## src/prescaler_pkg.sv

```systemverilog
package prescaler_pkg;

   // Avalon byte addresses of the configuration words (index times four)
   localparam int unsigned factor_low_idx = 32'h46;
   localparam int unsigned factor_high_idx = 32'h47;
   localparam int unsigned divider_status_idx = 32'h49;
   localparam logic [9:0] factor_low_addr = 10'(factor_low_idx * 4);
   localparam logic [9:0] factor_high_addr = 10'(factor_high_idx * 4);
   localparam logic [9:0] divider_status_addr = 10'(divider_status_idx * 4);

   localparam int unsigned factor_w = 14;
   localparam int unsigned high_field_w = 6;
   localparam logic [7:0] factor_low_rst = 8'hff;
   localparam logic [7:0] factor_high_rst = 8'h3f;
   localparam logic [13:0] factor_max = 14'h30d3;

   // Status word fields
   localparam int unsigned stat_run_bit = 0;
   localparam int unsigned stat_over_bit = 1;

   // Highest reference rate, in MHz
   localparam int unsigned ref_max_mhz = 100;

   typedef struct packed {
      logic [9:0] address;
      logic read;
      logic write;
      logic [31:0] writedata;
      logic [3:0] byteenable;
   } av_req_s;

   typedef struct packed {
      logic [31:0] readdata;
      logic waitrequest;
   } av_rsp_s;

endpackage : prescaler_pkg

```

## src/ref_divider.sv

```systemverilog
`timescale 1ns/1ps
module ref_divider
   import prescaler_pkg::*;
#(
   parameter int unsigned width = factor_w
) (
   // Clock and reset
   input wire logic clk,
   input wire logic rst_n,
   // Reference in and divided enable out
   input wire logic ref_tick,
   input wire logic [width-1:0] factor,
   output logic div_tick
);

   logic [width-1:0] cnt_r;
   logic [width-1:0] cnt_nxt;
   logic wrap;

   assign wrap = (cnt_r >= factor);
   assign cnt_nxt = wrap ? '0 : cnt_r + width'(1);

   // One output per factor+1 reference ticks; zero passes through
   always_ff @(posedge clk or negedge rst_n) begin
      if (!rst_n) begin
         cnt_r <= '0;
         div_tick <= 1'b0;
      end else begin
         div_tick <= ref_tick & wrap;
         if (ref_tick) begin
            cnt_r <= cnt_nxt;
         end
      end
   end

endmodule : ref_divider

```

## src/input_ref_prescaler.sv

```systemverilog
//Function
//- Hold a 14-bit factor split over low byte and high byte bits 5..0
//- The combined factor sets the integer divide of enabled references
//- Reference inputs up to 100 MHz are accepted
//- Reset values: low byte ff, high byte 3f
`timescale 1ns/1ps
module input_ref_prescaler
   import prescaler_pkg::*;
#(
   parameter int unsigned fw = factor_w
) (
   // Clock and reset
   input wire logic clk,
   input wire logic rst_n,
   // Avalon-MM slave
   input wire logic [9:0] address,
   input wire logic read,
   input wire logic write,
   input wire logic [31:0] writedata,
   input wire logic [3:0] byteenable,
   output logic [31:0] readdata,
   output logic waitrequest,
   // Reference path
   input wire logic ref_clk_in,
   input wire logic divide_en,
   output logic ref_out
);

   if (fw != factor_w) begin : g_chk
      $error("prescaler factor width must be 14");
   end

   logic rs1_r;
   logic rs2_r;
   logic srst_n;
   assign srst_n = rs2_r;

   always_ff @(posedge clk or negedge rst_n) begin
      if (!rst_n) begin
         rs1_r <= 1'b0;
         rs2_r <= 1'b0;
      end else begin
         rs1_r <= 1'b1;
         rs2_r <= rs1_r;
      end
   end

   av_req_s req;
   assign req = '{address, read, write, writedata, byteenable};

   // Bus: one wait cycle, answer in the next cycle
   logic ack_r;
   logic [7:0] flo_r;
   logic [7:0] fhi_r;
   logic [31:0] rd_nxt;
   logic hit_lo;
   logic hit_hi;
   logic hit_st;
   logic acc;
   logic wr_ok;
   logic [13:0] factor;
   logic over;

   assign acc = (req.read | req.write) & ~ack_r;
   assign hit_lo = (req.address == factor_low_addr);
   assign hit_hi = (req.address == factor_high_addr);
   assign hit_st = (req.address == divider_status_addr);
   assign wr_ok = ack_r & req.write & req.byteenable[0];
   assign factor = {fhi_r[5:0], flo_r};
   assign over = (factor > factor_max);

   logic run_r;
   assign rd_nxt = hit_lo ? {24'h0, flo_r} :
                   hit_hi ? {24'h0, 2'b00, fhi_r[5:0]} :
                   hit_st ? {30'h0, over, run_r} : 32'h0;

   // Handshake: waitrequest drops for exactly the answer cycle
   always_ff @(posedge clk or negedge srst_n) begin
      if (!srst_n) begin
         ack_r <= 1'b0;
         waitrequest <= 1'b1;
      end else begin
         ack_r <= acc;
         waitrequest <= ~acc;
      end
   end

   // Read data is latched in the wait cycle and stands at the answer edge
   always_ff @(posedge clk or negedge srst_n) begin
      if (!srst_n) begin
         readdata <= 32'h0;
      end else if (acc && req.read) begin
         readdata <= rd_nxt;
      end
   end

   // Writes land only at the edge where waitrequest is seen low
   always_ff @(posedge clk or negedge srst_n) begin
      if (!srst_n) begin
         flo_r <= factor_low_rst;
      end else if (wr_ok && hit_lo) begin
         flo_r <= req.writedata[7:0];
      end
   end

   always_ff @(posedge clk or negedge srst_n) begin
      if (!srst_n) begin
         fhi_r <= factor_high_rst;
      end else if (wr_ok && hit_hi) begin
         fhi_r <= {2'b00, req.writedata[5:0]};
      end
   end

   // Reference is sampled on clk; 100 MHz is the edge-rate ceiling
   logic ref_d_r;
   logic ref_tick;
   logic div_tick;
   assign ref_tick = ref_clk_in & ~ref_d_r;

   always_ff @(posedge clk or negedge srst_n) begin
      if (!srst_n) begin
         ref_d_r <= 1'b0;
      end else begin
         ref_d_r <= ref_clk_in;
      end
   end

   ref_divider #(.width(fw)) u_div (
      .clk(clk),
      .rst_n(srst_n),
      .ref_tick(ref_tick),
      .factor(factor),
      .div_tick(div_tick)
   );

   // Output toggles once per divided period; bypass follows the input
   logic tog_r;
   always_ff @(posedge clk or negedge srst_n) begin
      if (!srst_n) begin
         tog_r <= 1'b0;
         run_r <= 1'b0;
         ref_out <= 1'b0;
      end else begin
         if (div_tick) begin
            tog_r <= ~tog_r;
            run_r <= 1'b1;
         end
         ref_out <= divide_en ? tog_r : ref_d_r;
      end
   end
endmodule : input_ref_prescaler

```

## config.mk

```make
export PLATFORM = sky130hd
export DESIGN_NAME = input_ref_prescaler
export DESIGN_NICKNAME = d
export VERILOG_FILES = /design/src/prescaler_pkg.sv /design/src/ref_divider.sv /design/src/input_ref_prescaler.sv
export SDC_FILE = /design/constraint.sdc
export NUM_CORES = 1
export LEC_CHECK = 0
export BUFFER_PORTS_ARGS = -buffer_cell sky130_fd_sc_hd__buf_4
export CAP_MARGIN = 20
export CORE_AREA = 2 2 63 94
export CTS_BUF_LIST = sky130_fd_sc_hd__clkbuf_8 sky130_fd_sc_hd__clkbuf_16
export CTS_CLUSTER_DIAMETER = 100
export DETAILED_ROUTE_END_ITERATION = 8
export DIE_AREA = 0 0 65 96
export PLACE_DENSITY_LB_ADDON = 0.25
export REMOVE_ABC_BUFFERS = 1
export SYNTH_ARGS = -nofsm -noshare
export SYNTH_HDL_FRONTEND = slang
export SYNTH_SLANG_ARGS = --single-unit
```

## constraint.sdc

```tcl
create_clock -name clk -period 3.9 [get_ports clk]
set_clock_uncertainty 0.05 [all_clocks]
set_input_delay 0.39 -clock clk [delete_from_list [all_inputs] [get_ports clk]]
set_output_delay 0.39 -clock clk [all_outputs]
set_load 0.02 [all_outputs]
```

==> impl_results.md <==
- Outcome: completed
- CTS root buf: clkbuf_8
- Most frequent cell after synthesis: dfrtp_1
- Vias in the first global route: 1707
- EDFF count, synth: 0
- Vias/cell: 4.97
- Netlist cell types: 46
- Worst skew pair latency: 0.31 ns
- Initial core utilization: 46.8%
- Hold slack: 0.153 ns
- Die Wd: 65 µm
- Shortest period the worst path allows: 2.10 ns
- GRT Overall Usage: 16.8%
- Final setup TNS: 0 ns
- CTS tree: yes
- Syn Inst Count: 248
- DR WL/cell: 13.6 µm
- Mapped Avg Cell Area: 10.2 µm²
- Crit share post-route: 53.9%
- Number of max-cap violations: 0
- Reg power frac: 55.1%
- Setup bufs post-CTS: 0
- Peak VDD IR: 0.000180 V
- Hpwl dp: 3.81 mm
- Area leader, netlist: dfrtp_1
- CTS sink cnt: 45
- CP startpoint kind: flop
- Sw Ratio: 28.4%
- Final WL: 4.85 mm
- Critical-path top delay cell: dfstp_2
- Gpl congestion: 0.799
- Async S/R FF share, synth: 100%
- Via count: 1769
- Post-Place Cells: 347
- PortBufs: 34
- HP Class: in -> reg
- Die area: 0.00624 mm²
- Num rows: 33
- Crit path cell chain: inv_1, ha_1, a21oi_1, o21ai_0, nor3_1, a21oi_1, buf_4, nor3_1
- #FFs+latches synth: 45
- Clk pin slew, worst setup/hold paths: 0.10 ns
- Psw: 266 µW
- Top cell type's share of synthesized area: 29.7%
- Antenna diodes: 0
- Ranking of synthesized cells by area: dfrtp_1 (30%), dfstp_2 (16%), ha_1 (7.4%)
- Register area share after synthesis: 45.3%
- Synthesized cell area: 0.00253 mm²
- CP endpoint kind: flop
- Leakage: 1.43 nW
- PD cells: 328 mW/mm²
- Reg2Reg Setup Slack: 1.80 ns
- CTS H-tree depth: 2
- Initial antenna violation count: 0
- Yosys warning count: 0
- Clock Power Share: 31.4%
- # DRC: 0
- Post-synth top cells: dfrtp_1 (30), buf_4 (24), nand2_1 (21), nor2_1 (20), inv_1 (16)
- Drt pass-1 iters: 4
- Non-Filler Instances: 356
- Ports: 86
- Clk buf depth: 2
- WS Path Type: reg -> reg
- Chip height: 96 µm
- Setup WS pre-CTS: 1.62 ns
- Net count reported at finish: 352
- Layout cells sized above 1: 27.6%
- Worst slew pin tran: 0.934 ns
- Crit path largest cell delay: 0.56 ns
- Slew Limit Fails: 0
- Setup violators final: 0
- Slew HR: 37.7%
- Area delta synth->final: 13.0%
- Min setup slack post-route: 1.80 ns
- RSZ-0062 raised after global routing: no
- Top_reg_cell synth: dfrtp_1
- First-pass GRT wire length: 7.90 mm
- Comb pwr share: 13.4%
- Critical path arrival: 2.27 ns
- Internal power: 671 µW
- Largest net degree at the start of global routing: 44
- Final hold vios: 0
- Req. time, crit path: 4.07 ns
- Core area: 0.00541 mm²
- Crit-path max FO: 14
- Starting DRT DRC Count: 74
- Antenna-violating nets left: 0
- Num CTS Buffers: 5
- Max Freq: 476 MHz
- Overflow after GRT: 0
## power groups by stage
stage	Clock [mW]	Sequential, mW	Combinational, mW
4_1_cts	0.309	0.518	0.128
2_1_floorplan	0	0.521	0.0840
3_3_place_gp	0	0.525	0.122
3_5_place_dp	0	0.526	0.127
6_report	0.295	0.517	0.126
5_1_grt	0.328	0.521	0.143
## path summary, 6_finish.rpt
kind,end,cells after the start,from
worst max-delay path,u_div.cnt_r[3],8,fhi_r[1]
worst min-delay path,ref_d_r,1,ref_clk_in
worst max register to register,u_div.cnt_r[3],8,fhi_r[1]
worst min register to register,rs2_r,0,rs1_r
max in group asynchronous,readdata[7],0,rs2_r
min in group asynchronous,rs2_r,2,rst_n
## through the flow
stage | power, mW | util [%] | area, µm²
5_1_grt | 0.992 | 52.8 | 2860
6_report | 0.938 | 52.8 | 2860
3_3_place_gp | 0.647 | 51.0 | 2760
3_5_place_dp | 0.653 | 51.0 | 2760
2_1_floorplan | 0.605 | - | 2410
4_1_cts | 0.954 | 52.8 | 2860
## logic make-up after synthesis
family	count (synthesis)	share of synthesized area [%]
compound gates	37	9.10
buf+inv	45	10.7
xor+xnor	12	4.15
simple gates	79	17.4
mux	13	5.69
fa+ha+maj	15	7.42
other cells	2	0.297
flops	45	45.3
## cell type report
cell class	count	area (µm²)
sequential	45	1150
clock inverter	3	21.3
multi-input combinational	181	1200
inverter	16	60.1
fill	534	2550
tap	70	87.6
timing repair buffer	36	273
clock buffer	5	68.8
## what timing repair did
item / in CTS / in global routing
gates resized for setup: 0 / 0
endpoints found under the setup margin: 0 / 0
hold buffers: 1 / 0
endpoints found under the hold margin: 2 / 0
## metal layers
layer	up-vias	part of all wire (%)	global-route usage, %
met5	-	0	0
met4	0	3.0	8.69
met3	9	4.2	2.57
met2	53	54	31.4
met1	839	38	18.0
li1	868	-	-
## registers in the layout, summed over array words and instances, names as in the netlist
register and count:
ack_r 1, fhi_r 6, flo_r 8, readdata 8, ref_d_r 1, ref_out 1
rs1_r 1, rs2_r 1, run_r 1, tog_r 1, u_div.cnt_r 14, u_div.div_tick 1
waitrequest 1
## worst max-delay path, delay by kind of cell (launching register included)
family,cells,cell delay (ns)
adders and majority gates,1,0.32
DFF,1,0.56
AOI/OAI and AO/OA,3,0.38
buffers and inverters,2,0.26
and+or+nand+nor,2,0.44
## placed cells by master (no fill, tap or decap), drive strengths merged, types with 2 or more instances in the layout
| master | netlist | layout |
|---|---|---|
| mux2 | 8 | 8 |
| a21oi | 9 | 9 |
| nor4 | 3 | 3 |
| xnor2 | 5 | 5 |
| nand4 | 6 | 6 |
| o21ai | 18 | 18 |
| conb | 2 | 25 |
| nor2 | 21 | 21 |
| nand3b | 3 | 3 |
| clkbuf | 2 | 5 |
| a22o | 2 | 2 |
| mux2i | 5 | 5 |
| o31ai | 2 | 2 |
| inv | 16 | 17 |
| dfstp | 15 | 15 |
| nor3 | 7 | 7 |
| nand3 | 7 | 7 |
| nor3b | 2 | 2 |
| nand2 | 22 | 22 |
| xor2 | 7 | 7 |
| or2 | 2 | 2 |
| dfrtp | 30 | 30 |
| buf | 27 | 35 |
| ha | 15 | 15 |
Power figures use the tool's default switching activity.
